[src/inc/tpl_regs.svh]
`ifndef TPL_REGS_SVH
`define TPL_REGS_SVH

// ---------------------------------------------------------------
// management address map
// ---------------------------------------------------------------
`define TPL_ADDR_W          5
`define TPL_CTRL_ADDR       5'h0b
`define TPL_ERRCNT_ADDR     5'h0d
`define TPL_CTRL_RESET      16'h0d10

// ---------------------------------------------------------------
// control register fields
// ---------------------------------------------------------------
`define TPL_RSVD_HI_MSB     15
`define TPL_RSVD_HI_LSB     14
`define TPL_LINE_GEN_BIT    13
`define TPL_LINE_CHK_BIT    12
`define TPL_LANE_SEL_HI_BIT 11
`define TPL_LINE_SEL_MSB    10
`define TPL_LINE_SEL_LSB    8
`define TPL_LANE_GEN_BIT    7
`define TPL_LANE_CHK_BIT    6
`define TPL_LANE_SEL_MSB    5
`define TPL_LANE_SEL_LSB    4
`define TPL_DEEP_LPBK_BIT   3
`define TPL_RSVD_LO_MSB     2
`define TPL_RSVD_LO_LSB     1
`define TPL_SHAL_LPBK_BIT   0

// ---------------------------------------------------------------
// mismatch counter
// ---------------------------------------------------------------
`define TPL_ERRCNT_MAX      16'hffff
`define TPL_ERRCNT_ZERO     16'h0000
`define TPL_ERRCNT_ONE      16'h0001

`endif

[src/inc/tpl_pkg.sv]
package tpl_pkg;

  // pattern select codes, shared by both sides
  typedef enum logic [2:0] {
    TPL_PAT_HIGH_FREQ  = 3'h0,
    TPL_PAT_LOW_FREQ   = 3'h1,
    TPL_PAT_MIXED_FREQ = 3'h2,
    TPL_PAT_CRPAT_LONG = 3'h3,
    TPL_PAT_CRPAT_SHRT = 3'h4,
    TPL_PAT_PRBS7      = 3'h5,
    TPL_PAT_PRBS23     = 3'h6,
    TPL_PAT_PRBS31     = 3'h7
  } tpl_pat_e;

  // operating mode of the transceiver core
  typedef enum logic [1:0] {
    TPL_MODE_1G_KX  = 2'h0,
    TPL_MODE_10G    = 2'h1,
    TPL_MODE_10G_KR = 2'h2,
    TPL_MODE_OTHER  = 2'h3
  } tpl_mode_e;

  // per-side control to the generator and checker
  typedef struct packed {
    logic     gen_active;
    logic     check_active;
    tpl_pat_e pattern;
    logic     check_restart;
    logic     pattern_unsupported;
  } tpl_side_s;

endpackage

[src/tpl_control.sv]
// Contract
// - Line generator sends the selected pattern while bit 13 is set.
// - Line checker compares received data against selected pattern while bit 12 set.
// - Line select decodes eight codes: freq, CRPAT, PRBS7/23/31; reset code 101.
// - Line freq/CRPAT only in 1G-KX and 10G; PRBS also in 10G-KR.
// - Lane select is bit 11 on top of bits 5:4.
// - Lane generator sends the selected lane pattern while bit 7 is set.
// - Lane checker verifies against selected lane pattern while bit 6 is set.
// - Lane select uses the same eight codes, reset code 101.
// - Lane CRPAT codes 011 and 100 only in 1G-KX mode.
// - Control register resets to 0x0d10, all enables cleared.
// - Bit 3 set enables deep remote loopback.
// - Bit 0 set enables shallow local loopback.
`timescale 1ns/100ps
`include "tpl_regs.svh"

module tpl_control
(
  // clock and reset
  input  wire logic                      CLK_SYS,
  input  wire logic                      RST,
  // management register port
  input  wire logic [`TPL_ADDR_W-1:0]    MGMT_ADDR,
  input  wire logic                      MGMT_WR,
  input  wire logic                      MGMT_RD,
  input  wire logic [15:0]               MGMT_WDATA,
  output logic      [15:0]               MGMT_RDATA,
  // core mode and checker result
  input  wire tpl_pkg::tpl_mode_e        DEV_MODE,
  input  wire logic                      LINE_MISMATCH,
  // controls to the datapath
  output tpl_pkg::tpl_side_s             LINE_CTRL,
  output tpl_pkg::tpl_side_s             LANE_CTRL,
  output logic                           FAR_DEEP_LOOPBACK,
  output logic                           NEAR_SHALLOW_LOOPBACK
);
  import tpl_pkg::*;

  // ---------------------------------------------------------------
  // control register
  // ---------------------------------------------------------------
  logic [15:0] ctrl_r;
  logic [15:0] errcnt_r;
  logic [15:0] rdata_r;

  always_ff @(posedge CLK_SYS)
  begin
    if (RST)
      ctrl_r <= `TPL_CTRL_RESET;
    else if (MGMT_WR && (MGMT_ADDR == `TPL_CTRL_ADDR))
      ctrl_r <= MGMT_WDATA;  // reserved bits stay writable and read back as written
  end

  // ---------------------------------------------------------------
  // field decode
  // ---------------------------------------------------------------
  logic     line_side_gen_enable;
  logic     line_side_check_enable;
  tpl_pat_e line_side_pattern_select;
  logic     lane_side_gen_enable;
  logic     lane_side_check_enable;
  tpl_pat_e lane_side_pattern_select;
  logic     line_ok;
  logic     lane_ok;

  assign line_side_pattern_select =
    tpl_pat_e'(ctrl_r[`TPL_LINE_SEL_MSB:`TPL_LINE_SEL_LSB]);
  // lane select assembled from split field
  assign lane_side_pattern_select =
    tpl_pat_e'({ctrl_r[`TPL_LANE_SEL_HI_BIT], ctrl_r[`TPL_LANE_SEL_MSB:`TPL_LANE_SEL_LSB]});
  assign line_side_gen_enable   = ctrl_r[`TPL_LINE_GEN_BIT];
  assign line_side_check_enable = ctrl_r[`TPL_LINE_CHK_BIT];
  assign lane_side_gen_enable   = ctrl_r[`TPL_LANE_GEN_BIT];
  assign lane_side_check_enable = ctrl_r[`TPL_LANE_CHK_BIT];

  // line pattern support by mode; prbs covers kr too
  always_comb
  begin
    line_ok = 1'b0;
    unique case (line_side_pattern_select)
      TPL_PAT_PRBS7, TPL_PAT_PRBS23, TPL_PAT_PRBS31:
        line_ok = (DEV_MODE == TPL_MODE_1G_KX) || (DEV_MODE == TPL_MODE_10G)
               || (DEV_MODE == TPL_MODE_10G_KR);
      TPL_PAT_HIGH_FREQ, TPL_PAT_LOW_FREQ, TPL_PAT_MIXED_FREQ,
      TPL_PAT_CRPAT_LONG, TPL_PAT_CRPAT_SHRT:
        line_ok = (DEV_MODE == TPL_MODE_1G_KX) || (DEV_MODE == TPL_MODE_10G);
    endcase
  end

  // lane crpat only in 1g-kx; other codes in any mode
  // same eight codes as the line side
  always_comb
  begin
    lane_ok = 1'b1;
    unique case (lane_side_pattern_select)
      TPL_PAT_CRPAT_LONG, TPL_PAT_CRPAT_SHRT:
        lane_ok = (DEV_MODE == TPL_MODE_1G_KX);
      TPL_PAT_HIGH_FREQ, TPL_PAT_LOW_FREQ, TPL_PAT_MIXED_FREQ,
      TPL_PAT_PRBS7, TPL_PAT_PRBS23, TPL_PAT_PRBS31:
        lane_ok = 1'b1;
    endcase
  end

  // ---------------------------------------------------------------
  // checker realignment
  // ---------------------------------------------------------------
  logic       line_chk_q_r;
  logic       lane_chk_q_r;
  tpl_pat_e   line_sel_q_r;
  tpl_pat_e   lane_sel_q_r;
  logic       line_restart_r;
  logic       lane_restart_r;

  // one-cycle restart on new enable or live select change
  always_ff @(posedge CLK_SYS)
  begin
    if (RST)
    begin
      line_chk_q_r   <= 1'b0;
      lane_chk_q_r   <= 1'b0;
      line_sel_q_r   <= TPL_PAT_PRBS7;
      lane_sel_q_r   <= TPL_PAT_PRBS7;
      line_restart_r <= 1'b0;
      lane_restart_r <= 1'b0;
    end
    else
    begin
      line_chk_q_r   <= line_side_check_enable;
      lane_chk_q_r   <= lane_side_check_enable;
      line_sel_q_r   <= line_side_pattern_select;
      lane_sel_q_r   <= lane_side_pattern_select;
      line_restart_r <= line_side_check_enable
                     && (!line_chk_q_r || (line_sel_q_r != line_side_pattern_select));
      lane_restart_r <= lane_side_check_enable
                     && (!lane_chk_q_r || (lane_sel_q_r != lane_side_pattern_select));
    end
  end

  // ---------------------------------------------------------------
  // datapath controls
  // ---------------------------------------------------------------
  // unsupported patterns are held off rather than sent garbled
  assign LINE_CTRL.gen_active          = line_side_gen_enable && line_ok;
  assign LINE_CTRL.check_active        = line_side_check_enable && line_ok;
  assign LINE_CTRL.pattern             = line_side_pattern_select;
  assign LINE_CTRL.check_restart       = line_restart_r;
  assign LINE_CTRL.pattern_unsupported = !line_ok;
  assign LANE_CTRL.gen_active          = lane_side_gen_enable && lane_ok;
  assign LANE_CTRL.check_active        = lane_side_check_enable && lane_ok;
  assign LANE_CTRL.pattern             = lane_side_pattern_select;
  assign LANE_CTRL.check_restart       = lane_restart_r;
  assign LANE_CTRL.pattern_unsupported = !lane_ok;
  assign FAR_DEEP_LOOPBACK     = ctrl_r[`TPL_DEEP_LPBK_BIT];
  assign NEAR_SHALLOW_LOOPBACK = ctrl_r[`TPL_SHAL_LPBK_BIT];

  // ---------------------------------------------------------------
  // mismatch counter and readback
  // ---------------------------------------------------------------
  // saturating count, zeroed on each line checker restart so a run starts clean
  always_ff @(posedge CLK_SYS)
  begin
    if (RST || line_restart_r)
      errcnt_r <= `TPL_ERRCNT_ZERO;
    else if (LINE_CTRL.check_active && LINE_MISMATCH && (errcnt_r != `TPL_ERRCNT_MAX))
      errcnt_r <= errcnt_r + `TPL_ERRCNT_ONE;
  end

  // registered read data, unmapped addresses read zero
  always_ff @(posedge CLK_SYS)
  begin
    if (RST)
      rdata_r <= `TPL_ERRCNT_ZERO;
    else if (MGMT_RD)
      rdata_r <= (MGMT_ADDR == `TPL_CTRL_ADDR)   ? ctrl_r :
                 (MGMT_ADDR == `TPL_ERRCNT_ADDR) ? errcnt_r : `TPL_ERRCNT_ZERO;
  end
  assign MGMT_RDATA = rdata_r;
endmodule

[config.mk]
export PLATFORM = sky130hd
export DESIGN_NAME = tpl_control
export DESIGN_NICKNAME = d
export VERILOG_FILES = /design/src/inc/tpl_pkg.sv /design/src/tpl_control.sv
export VERILOG_INCLUDE_DIRS = /design/src /design/src/inc
export SDC_FILE = /design/constraint.sdc
export NUM_CORES = 1
export LEC_CHECK = 0
export BUFFER_PORTS_ARGS = -buffer_cell sky130_fd_sc_hd__buf_2
export CAP_MARGIN = 5
export CORE_MARGIN = 2
export CORE_UTILIZATION = 53
export DETAILED_ROUTE_END_ITERATION = 8
export PLACE_DENSITY = 0.76
export SETUP_SLACK_MARGIN = 0.5
export SYNTH_ARGS = -nofsm -noshare
export SYNTH_HDL_FRONTEND = slang
export SYNTH_SLANG_ARGS = --single-unit
[constraint.sdc]
create_clock -name CLK_SYS -period 2.61 [get_ports CLK_SYS]
set_input_delay 0.522 -clock CLK_SYS [delete_from_list [all_inputs] [get_ports CLK_SYS]]
set_output_delay 0.522 -clock CLK_SYS [all_outputs]
set_load 0.02 [all_outputs]
==> metrics.md, run 1 <==
| Metric | Value |
|---|---|
| Nets | `370` |
| Fmax | `488 MHz` |
| Worst-path maximum fanout | `4` |
| YS warnings | `0` |
| Hold Crit Class | `input port to flop` |
| Full die area | `5310 um^2` |
| CP required | `2870 ps` |
| GP Congestion | `0.844` |
| Total routed wirelength | `5640 um` |
| Synth Flop Type | `dfxtp_1` |
| TritonRoute pass-1 iters | `4` |
| Port Buffers | `59` |
| Final ANT Viol Nets | `0` |
| Global route hottest layer | `met2` |
| PwrDens | `604 nW/um^2` |
| Syn Std Cell Area | `2510 um^2` |
| Fin cells | `399` |
| Period utilization | `78.5%` |
| Data arrival, critical path | `2310 ps` |
| Worst hold start | `MGMT_WDATA[11]` |
| Crit path launch | `errcnt_r[0]$_SDFFE_PP0P_` |
| M2 GR Usage | `33.4%` |
| Slew @ Worst Pin | `554 ps` |
| DR iter-0 viols | `179` |
| Cell with the most instances after synthesis | `dfxtp_1` |
| Post-synth EDFFs | `0` |
| Layout Area Growth over Synthesis | `19.5%` |
| Status | `finished, final reports clean` |
| Post-Syn Instances | `292` |
| Worst r2r src | `errcnt_r[0]$_SDFFE_PP0P_` |
| Clk_lat worst skew | `340 ps` |
| Main area contributors after synthesis | `dfxtp_1 (46%), nand2_1 (6.4%), nor2_1 (5.4%), a211oi_1 (4.8%), a22oi_1 (4.8%)` |
| First-pass GRT wire length | `9070 um` |
| Vias | `2144` |
| Static leakage | `1.16 nW` |
| Wire per inst | `14.1 um` |
| Area leader, netlist | `dfxtp_1` |
| # diodes | `0` |
| Vias in the first global route | `1924` |
| Clock-pin slew on the worst setup and hold paths | `60 ps` |
| CTS Hold Buffers Added | `0` |
| Total track usage | `22.6%` |
| Num CTS Buffers | `9` |
| M1 GR Usage | `31.2%` |
| Yosys reg bits | `58` |
| Die Y | `72.9 um` |
| Vias per inst | `5.37` |
| Core footprint | `4660 um^2` |
| Post-place setup slack | `384 ps` |
| Ratio of cells with drive above 1 in the final layout | `27.8%` |
| CP endpoint kind | `flop` |
| FFs w/ async S/R, synth | `0%` |
| Initial antenna violation count | `0` |
| Inst Count DP | `384` |
| CTS sink count | `58` |
| CTS HTree Levels | `3` |
| Largest net degree at the start of global routing | `41` |
| Final Total Pwr | `0.00181 W` |
| Chip width | `72.9 um` |
| Max Cap Viol | `0` |
| Worst Hold Slack | `397 ps` |
| Setup Viol. Count Final | `0` |
| Unique cell type count in the Yosys netlist | `40` |
| Pins over their slew limit | `0` |
| Hpwl dp | `3970 um` |
| Residual DRC | `0` |
| Slew HR | `63.0%` |
| Fin Clk Skew | `10.6 ps` |
| Post-synth top area share | `46.2%` |
| Tmin final | `2050 ps` |
| CTS tree | `done` |
| Cell Rows | `25` |
| CTS root buf | `clkbuf_8` |
| Syn nets | `321` |
| Startpoint types | `flop` |
| Synthesized area per cell | `8.60 um^2` |
| Seq/Total Area, Yosys | `46.2%` |
| Max clock buf depth | `2` |
| Final WS setup | `561 ps` |
| Unrepaired setup endpoints after global routing | `false` |
| Max VDD drop | `0.319 mV` |
| Grt total ovfl | `0` |
| Final-report hold violation count | `0` |
| IO Pins | `60` |
| Setup Crit Path Kind | `flop to flop` |
| Initial core utilization | `53.9%` |
| Most frequent cells after synthesis | `dfxtp_1 (58), nand2_1 (43), nor2_1 (36)` |
| Setup TNS | `0 ps` |
| Grt met3 use | `5.11%` |
[worst max-delay path, stage by stage, from the launching register on]
cell,delay (ps)
dfxtp_2,340
ha_1,220
and3_1,190
nor4bb_2,190
or3_4,380
or4_1,500
a21oi_2,150
[cells by family (layout without fill, tap and decap cells)]
group	after synthesis	after routing	synth area share, %
compound gates	58	58	16.1
xor+xnor	16	16	5.58
fa+ha+maj	1	1	0.498
buf+inv	29	82	5.88
flops	58	58	46.2
mux	1	1	0.398
simple gates	129	129	25.3
[flip-flops by register name, indices dropped and copies added (netlist names)]
register,count
line_chk_q_r,1
lane_sel_q_r,3
errcnt_r,16
ctrl_r,16
line_sel_q_r,3
line_restart_r,1
MGMT_RDATA,16
lane_restart_r,1
lane_chk_q_r,1
[cell type report]
type                    count  area, um^2
flip-flops and latches     58        1170
clock inverters             3        40.0
well taps                  54        67.6
multi-input cells         205        1230
clock buffers              12         145
inverters                   2        7.51
repair buffers             65         345
fillers                   392        1660
[through the flow]
step	utilization, %	area [um^2]
final	64.4	3000
after global routing	64.4	3000
after CTS	63.9	2980
after detailed placement	59.7	2780
after global placement	59.7	2780
after floorplan	-	2510
[path summary, 6_finish.rpt]
check | endpoint | slack (ps) | cells past startpoint
worst max-delay path | errcnt_r[15]$_SDFFE_PP0P_ | 560 | 6
worst min-delay path | ctrl_r[11]$_SDFFE_PP1P_ | 400 | 3
worst max register to register | errcnt_r[15]$_SDFFE_PP0P_ | 560 | 6
worst min register to register | ctrl_r[14]$_SDFFE_PP0P_ | 450 | 2
[power breakdown]
part / internal (W) / leakage [nW] / switching (W)
Clock: 0.000459 / 0.0962 / 0.000330
Sequential: 0.000901 / 0.471 / 0.00000912
Combinational: 0.0000439 / 0.591 / 0.0000703
[layer usage]
layer | share of wire (%) | wire length [um] | vias up
li1 | - | - | 1114
met1 | 46 | 2610 | 962
met2 | 46 | 2620 | 55
met3 | 5.0 | 284 | 13
met4 | 2.2 | 124 | 0
met5 | 0 | 0 | -
[cells in the final DEF, fill, tap and decap left out, types with 2 or more instances in the layout]
cell	netlist	layout
xor2_1	4	4
clkbuf_1	17	2
a21oi_1	16	15
buf_4	8	8
o31a_1	3	2
and2_1	2	2
nand3_1	5	5
and4_1	2	2
nor4_1	7	7
a211oi_1	16	16
dfxtp_2	0	4
dfxtp_1	58	54
inv_1	2	2
nor2_1	36	36
nand4_1	5	5
nand2_1	43	43
a31o_2	2	2
nand3b_1	5	5
nor2b_1	8	7
a22oi_1	16	16
xnor2_1	12	12
clkbuf_8	0	10
or2_2	5	5
buf_2	1	57
clkinv_2	0	2
[what timing repair did]
item,CTS,global route
pin swaps,0,1
buffers inserted,0,0
gates resized for setup,5,7
setup endpoints to repair,3,11
endpoints found under the hold margin,0,0
gates cloned,0,0
(Power assumes the default switching activity.)
==> run 2: changes to the inputs <==
- clock period: 2.61 -> 1.9 ns (I/O delays scaled with it)
==> run 2 against run 1 <==
The flow now finishes with violations (negative setup slack). Sequential power up 36%. Count of clock-buffer cells in the layout down 2. Critical endpoint is now errcnt_r[2]$_SDFFE_PP0P_. Register-to-register slack worse by 670 ps. Largest cell class unchanged. Fmax up 2.0%. Via count up 24%. Highest routed layer unchanged. Worst setup slack worse by 670 ps. Utilization up 18 points. Worst hold slack worse by 140 ps. First-iteration DRC count up 9.5%.
==> metrics.md, run 2 (synthesis results as in run 1) <==
| Metric | Value |
|---|---|
| Static leakage | `1.49 nW (+29%)` |
| IO Pins | `60 (unchanged)` |
| Pint | `0.00218 W (+55%)` |
| # diodes | `0 (unchanged)` |
| Max VDD drop | `0.578 mV (+81%)` |
| Setup Viol. Count Final | `7 (+7)` |
| Cell Rows | `25 (unchanged)` |
| Startpoint types | `flop` |
| CP max stage cell | `nor4bb_1` |
| Final WS setup | `-110 ps (-671 ps)` |
| Worst-path maximum fanout | `4 (unchanged)` |
| Die Y | `72.9 um (unchanged)` |
| Fill count | `258 (-34%)` |
| CTS Hold Buffers Added | `0 (unchanged)` |
| Slew HR | `58.4% (-4.6 points)` |
| Flop-to-flop setup slack | `-110 ps (-670 ps)` |
| Total track usage | `30.3% (+7.6 points)` |
| Gate power share | `7.6% (+1.3 points)` |
| Hpwl dp | `4370 um (+10%)` |
| Max Cap Viol | `0 (unchanged)` |
| Setup Crit Path Kind | `flop to flop` |
| CTS root buf | `clkbuf_8` |
| Area of the multi-input gates | `1530 um^2 (+25%)` |
| Final-report hold violation count | `0 (unchanged)` |
| Setup TNS | `-520 ps (-520 ps)` |
| Initial antenna violation count | `0 (unchanged)` |
| Full die area | `5310 um^2 (unchanged)` |
| CP peak stage delay | `510 ps (about the same)` |
| Residual DRC | `0 (unchanged)` |
| Num CTS Buffers | `9 (unchanged)` |
| Register area | `1190 um^2 (+1.9%)` |
| Clock Power Share | `48.5% (+5.0 points)` |
| Pins over their slew limit | `0 (unchanged)` |
| Layout Area Growth over Synthesis | `52.5%` |
| Reg power frac | `43.9% (-6.3 points)` |
| Tmin final | `2010 ps (-39.3 ps)` |
| Switching power | `0.000650 W (+59%)` |
| Largest net degree at the start of global routing | `33 (-20%)` |
| Chip width | `72.9 um (unchanged)` |
| Routed length on met3 | `639 um (+130%)` |
| Worst-path cell chain | `nand4_1 -> nor4bb_1 -> buf_4 -> buf_4 -> nor4b_4 -> buf_4 -> xnor2_1 -> nor2_1` |
| Vias per inst | `5.96 (+11%)` |
| Most frequent cells in the layout | `buf_2 (51), dfxtp_1 (46), buf_4 (42), nand2_1 (39), nor2_1 (33)` |
| Final ANT Viol Nets | `0 (unchanged)` |
| Data arrival, critical path | `2230 ps (-80 ps)` |
| Nets | `417 (+13%)` |
| CP required | `2120 ps (-750 ps)` |
| Final instance area | `3830 um^2 (+28%)` |
| Max clock buf depth | `2 (unchanged)` |
| Status | `finished, violations left` |
| Hold Crit Class | `input port to flop` |
| Port Buffers | `59 (unchanged)` |
| Routed wl met2 | `3960 um (+51%)` |
| First-pass GRT wire length | `12000 um (+33%)` |
| Fin Clk Skew | `8.86 ps (-1.79 ps)` |
| Slew @ Worst Pin | `624 ps (+70.2 ps)` |
| Period utilization | `106% (+27 points)` |
| Commonest non-fill, non-tap cell in the layout | `buf_2` |
| TritonRoute pass-1 iters | `6 (+2)` |
| Clk_lat worst skew | `340 ps (about the same)` |
| DR iter-0 viols | `196 (+9.5%)` |
| CTS sink count | `58 (unchanged)` |
| CTS HTree Levels | `3 (unchanged)` |
| Vias in the first global route | `2478 (+29%)` |
| Vias | `2663 (+24%)` |
| PwrDens | `739 nW/um^2 (+22%)` |
| Initial core utilization | `53.9% (unchanged)` |
| Placed Area | `3110 um^2 (+12%)` |
| Wire per inst | `18.3 um (+29%)` |
| Clock-pin slew on the worst setup and hold paths | `70 ps (about the same)` |
| Failing checks | `negative setup slack` |
| Max layer used | `met4` |
| Met1 Routed Length | `3300 um (+26%)` |
| Unrepaired setup endpoints after global routing | `true` |
| Net Sw Frac | `23.0% (+0.38 points)` |
| Grt total ovfl | `0 (unchanged)` |
| Total routed wirelength | `8170 um (+45%)` |
| Core footprint | `4660 um^2 (unchanged)` |
| CP endpoint kind | `flop` |
| Ratio of cells with drive above 1 in the final layout | `49.6% (+22 points)` |
| Fmax | `498 MHz (+2.0%)` |
| Crit path top cell by count | `buf_4` |
| CTS tree | `done` |
| GP Congestion | `0.883 (+4.5%)` |
[run 2: changes by cell type in the layout (fill, tap and decap cells not counted), sizes merged]
cell / delta
buf: +46
bufinv: +2
clkbuf: -1
clkinv: +1
[run 2: cell type report]
class | count | area share (%)
clock buffer | 10 | 3.33
clock inverter | 6 | 2.74
inverter | 2 | 0.196
multi-input combinational | 205 | 40.0
sequential | 58 | 31.0
tap | 54 | 1.76
timing repair buffer | 112 | 20.9
[run 2: path summary, 6_finish.rpt]
kind,from,endpoint,depth (start not counted)
setup / recovery,errcnt_r[14]$_SDFFE_PP0P_,errcnt_r[2]$_SDFFE_PP0P_,8
hold / removal,MGMT_WDATA[4],ctrl_r[4]$_SDFFE_PP1P_,3
setup reg to reg,errcnt_r[14]$_SDFFE_PP0P_,errcnt_r[2]$_SDFFE_PP0P_,8
hold reg to reg,ctrl_r[1]$_SDFFE_PP0P_,ctrl_r[1]$_SDFFE_PP0P_,2
[run 2: metal layers]
metal	vias to the layer above	GRT usage [%]
li1	1215	-
met3	24	7.18
met4	0	17.9
met5	-	0
met1	1271	39.0
met2	153	46.2
[run 2: worst max-delay path: cells and delay by family, from the launching register on]
kind                      cells  cell delay, ps
xor gates and xnor gates      1             170
DFF                           1             410
and+or+nand+nor               4             830
buffers and inverters         3             490
[run 2: through the flow]
stage,hold slack [ps],utilization (%),setup WS (ps),instances,total power [W]
2_1_floorplan,437,-,51.9,292,0.00138
3_3_place_gp,445,66.8,26.7,407,0.00144
3_5_place_dp,450,66.8,-23.2,407,0.00145
4_1_cts,262,78.4,-14.4,438,0.00278
5_1_grt,258,82.2,-146,447,0.00289
6_report,260,82.2,-110,447,0.00283
[run 2: power groups by stage]
stage	logic, W	registers [W]	clock network [W]
5_1_grt	0.000229	0.00124	0.00142
3_5_place_dp	0.000171	0.00128	0
3_3_place_gp	0.000169	0.00128	0
6_report	0.000215	0.00124	0.00137
2_1_floorplan	0.0000828	0.00130	0
4_1_cts	0.000191	0.00124	0.00135
[run 2: what timing repair did]
item,in CTS,in global routing
pin swaps,11,13
endpoints found under the setup margin,29,47
resized for setup,45,31
setup buffers,15,8
gates cloned,0,1
hold endpoints to repair,0,0
==> run 3: changes to the inputs <==
- CORE_UTILIZATION: 53 -> 40
- PLACE_DENSITY: 0.76 -> 0.59
==> run 3 against run 2 <==
Sequential power is essentially flat. Worst hold slack lost 1.8 ps. First-iteration DRC count shrank 66%. The flow now finishes without violations. Worst setup slack gained 130 ps. Critical endpoint is now errcnt_r[15]$_SDFFE_PP0P_. Combinational power grew 6%. Largest cell class unchanged.
==> metrics.md, run 3 (synthesis results as in run 1) <==
| Metric | Value |
|---|---|
| Residual DRC | `0 (unchanged)` |
| Fill count | `496 (+92%)` |
| Reg power frac | `47.2% (+3.3 points)` |
| Die Y | `83.3 um (+14%)` |
| Clk_lat worst skew | `330 ps (about the same)` |
| Vias | `2421 (-9.1%)` |
| DR iter-0 viols | `67 (-66%)` |
| Setup Viol. Count Final | `0 (-7)` |
| Hpwl dp | `4680 um (+7.1%)` |
| Grt total ovfl | `0 (unchanged)` |
| Total track usage | `19.7% (-11 points)` |
| CP endpoint kind | `flop` |
| Slew HR | `54.8% (-3.6 points)` |
| Most frequent cells in the layout | `buf_2 (52), dfxtp_1 (47), nand2_1 (40), buf_4 (35), nor2_1 (32)` |
| Num CTS Buffers | `9 (unchanged)` |
| CP Capture Point | `errcnt_r[15]$_SDFFE_PP0P_` |
| Final ANT Viol Nets | `0 (unchanged)` |
| CTS sink count | `58 (unchanged)` |
| Layout Area Growth over Synthesis | `53.7%` |
| Max clock buf depth | `2 (unchanged)` |
| Reg-to-Reg End | `errcnt_r[15]$_SDFFE_PP0P_` |
| Wire per inst | `15.4 um (-16%)` |
| Initial antenna violation count | `0 (unchanged)` |
| Vias in the first global route | `2282 (-7.9%)` |
| Ratio of cells with drive above 1 in the final layout | `50.8% (+1.2 points)` |
| Tmin final | `1880 ps (-128 ps)` |
| Crit path launch | `errcnt_r[1]$_SDFFE_PP0P_` |
| Cell Rows | `28 (+12%)` |
| Data arrival, critical path | `2140 ps (-90 ps)` |
| # diodes | `0 (unchanged)` |
| Final-report hold violation count | `0 (unchanged)` |
| Hold Crit Class | `input port to flop` |
| Largest net degree at the start of global routing | `33 (unchanged)` |
| Max Cap Viol | `0 (unchanged)` |
| Initial core utilization | `41.9% (-12 points)` |
| Core footprint | `5990 um^2 (+29%)` |
| Path depth of the worst reg2reg path | `7 (-1)` |
| Commonest non-fill, non-tap cell in the layout | `buf_2` |
| IO Pins | `60 (unchanged)` |
| First-pass GRT wire length | `11000 um (-8.9%)` |
| Port Buffers | `59 (unchanged)` |
| Final instance area | `3860 um^2 (+0.78%)` |
| Pins over their slew limit | `0 (unchanged)` |
| Unrepaired setup endpoints after global routing | `true` |
| Startpoint types | `flop` |
| Worst r2r src | `errcnt_r[1]$_SDFFE_PP0P_` |
| Nets | `413 (-0.96%)` |
| Clock-pin slew on the worst setup and hold paths | `60 ps (about the same)` |
| Placed Area | `3150 um^2 (+1.1%)` |
| CP required | `2160 ps (+40 ps)` |
| CTS Hold Buffers Added | `0 (unchanged)` |
| Gate power share | `8.6% (+1.0 points)` |
| Status | `finished, final reports clean` |
| Full die area | `6930 um^2 (+31%)` |
| TritonRoute pass-1 iters | `4 (-2)` |
| Slew @ Worst Pin | `677 ps (+53.6 ps)` |
| Chip width | `83.3 um (+14%)` |
| Max VDD drop | `0.410 mV (-29%)` |
| Pint | `0.00204 W (-6.7%)` |
| PwrDens | `682 nW/um^2 (-7.6%)` |
| Net Sw Frac | `22.8% (-0.16 points)` |
| Worst-path maximum fanout | `4 (unchanged)` |
| CTS HTree Levels | `3 (unchanged)` |
| Switching power | `0.000601 W (-7.6%)` |
| Final Total Pwr | `0.00264 W (-6.9%)` |
| CTS tree | `done` |
| CTS root buf | `clkbuf_8` |
| Setup Crit Path Kind | `flop to flop` |
| Clock Power Share | `44.2% (-4.3 points)` |
| Fin Clk Skew | `6.32 ps (-2.54 ps)` |
| GP Congestion | `0.879 (-0.40%)` |
| Static leakage | `1.46 nW (-2.6%)` |
| Total routed wirelength | `7120 um (-13%)` |
| Setup TNS | `0 ps (+520 ps)` |
| Vias per inst | `5.23 (-12%)` |
| Period utilization | `99.1% (-6.7 points)` |
| Flop-to-flop setup slack | `20 ps (+130 ps)` |
| Fmax | `531 MHz (+6.8%)` |
[run 3: cell types whose count changed in the layout (fill, tap and decap cells not counted), moves of 3 or more]
cell	change
buf_4	-7
clkbuf_8	+3
a211oi_1	-8
a211oi_2	+8
[run 3: critical path, cell delays in order (launching register included)]
cell      delay, ps
dfxtp_2         330
ha_4            150
and3_4          170
nor4bb_1        130
buf_4           140
or3_4           340
or4_1           400
a21oi_1         140
[run 3: cell type report]
type / instances / area (um^2) / share of cell area [%]
Multi-Input combinational cell: 205 / 1580 / 40.9
Sequential cell: 58 / 1180 / 30.6
Timing Repair Buffer: 108 / 795 / 20.6
Clock buffer: 13 / 169 / 4.37
Tap cell: 75 / 93.8 / 2.43
Clock inverter: 2 / 35.0 / 0.907
Inverter: 2 / 7.51 / 0.194
[run 3: per-layer routing]
layer	track usage, %	part of all wire [%]	vias up
met1	26.7	47	1151
met3	3.88	5.2	7
met2	31.0	47	57
li1	-	-	1206
met4	7.30	0.74	0
met5	0	0	-
[run 3: stage by stage]
step,cells,setup WS [ps],hold slack (ps),util (%)
2_1_floorplan,292,51.9,437,-
3_3_place_gp,429,28.8,449,52.5
3_5_place_dp,429,14.6,450,52.5
4_1_cts,455,-5.86,246,60.3
5_1_grt,463,-61.2,279,64.5
6_report,463,18.0,258,64.5
[run 3: how the worst min path moves through the flow]
stage | from | end | slack [ps] | depth (start not counted)
finish | MGMT_WDATA[11] | ctrl_r[11]$_SDFFE_PP1P_ | 260 | 3
global route | MGMT_WDATA[8] | ctrl_r[8]$_SDFFE_PP1P_ | 280 | 3
CTS | MGMT_WDATA[11] | ctrl_r[11]$_SDFFE_PP1P_ | 250 | 3
detailed placement | ctrl_r[1]$_SDFFE_PP0P_ | ctrl_r[1]$_SDFFE_PP0P_ | 450 | 2
global placement | ctrl_r[1]$_SDFFE_PP0P_ | ctrl_r[1]$_SDFFE_PP0P_ | 450 | 2
floorplan | ctrl_r[1]$_SDFFE_PP0P_ | ctrl_r[1]$_SDFFE_PP0P_ | 440 | 2
[run 3: timing repair]
item / in CTS / in global routing
setup buffers: 11 / 6
gates resized for setup: 41 / 40
pin swaps: 11 / 27
endpoints found under the setup margin: 25 / 39
gates cloned: 0 / 2
[run 3: power groups by stage]
stage                     Sequential (W)  Clock, W  Combinational [W]
after global placement           0.00128         0           0.000176
after floorplan                  0.00130         0          0.0000828
after global routing             0.00125   0.00125           0.000244
after CTS                        0.00124   0.00119           0.000199
after detailed placement         0.00128         0           0.000177
final                            0.00124   0.00116           0.000227
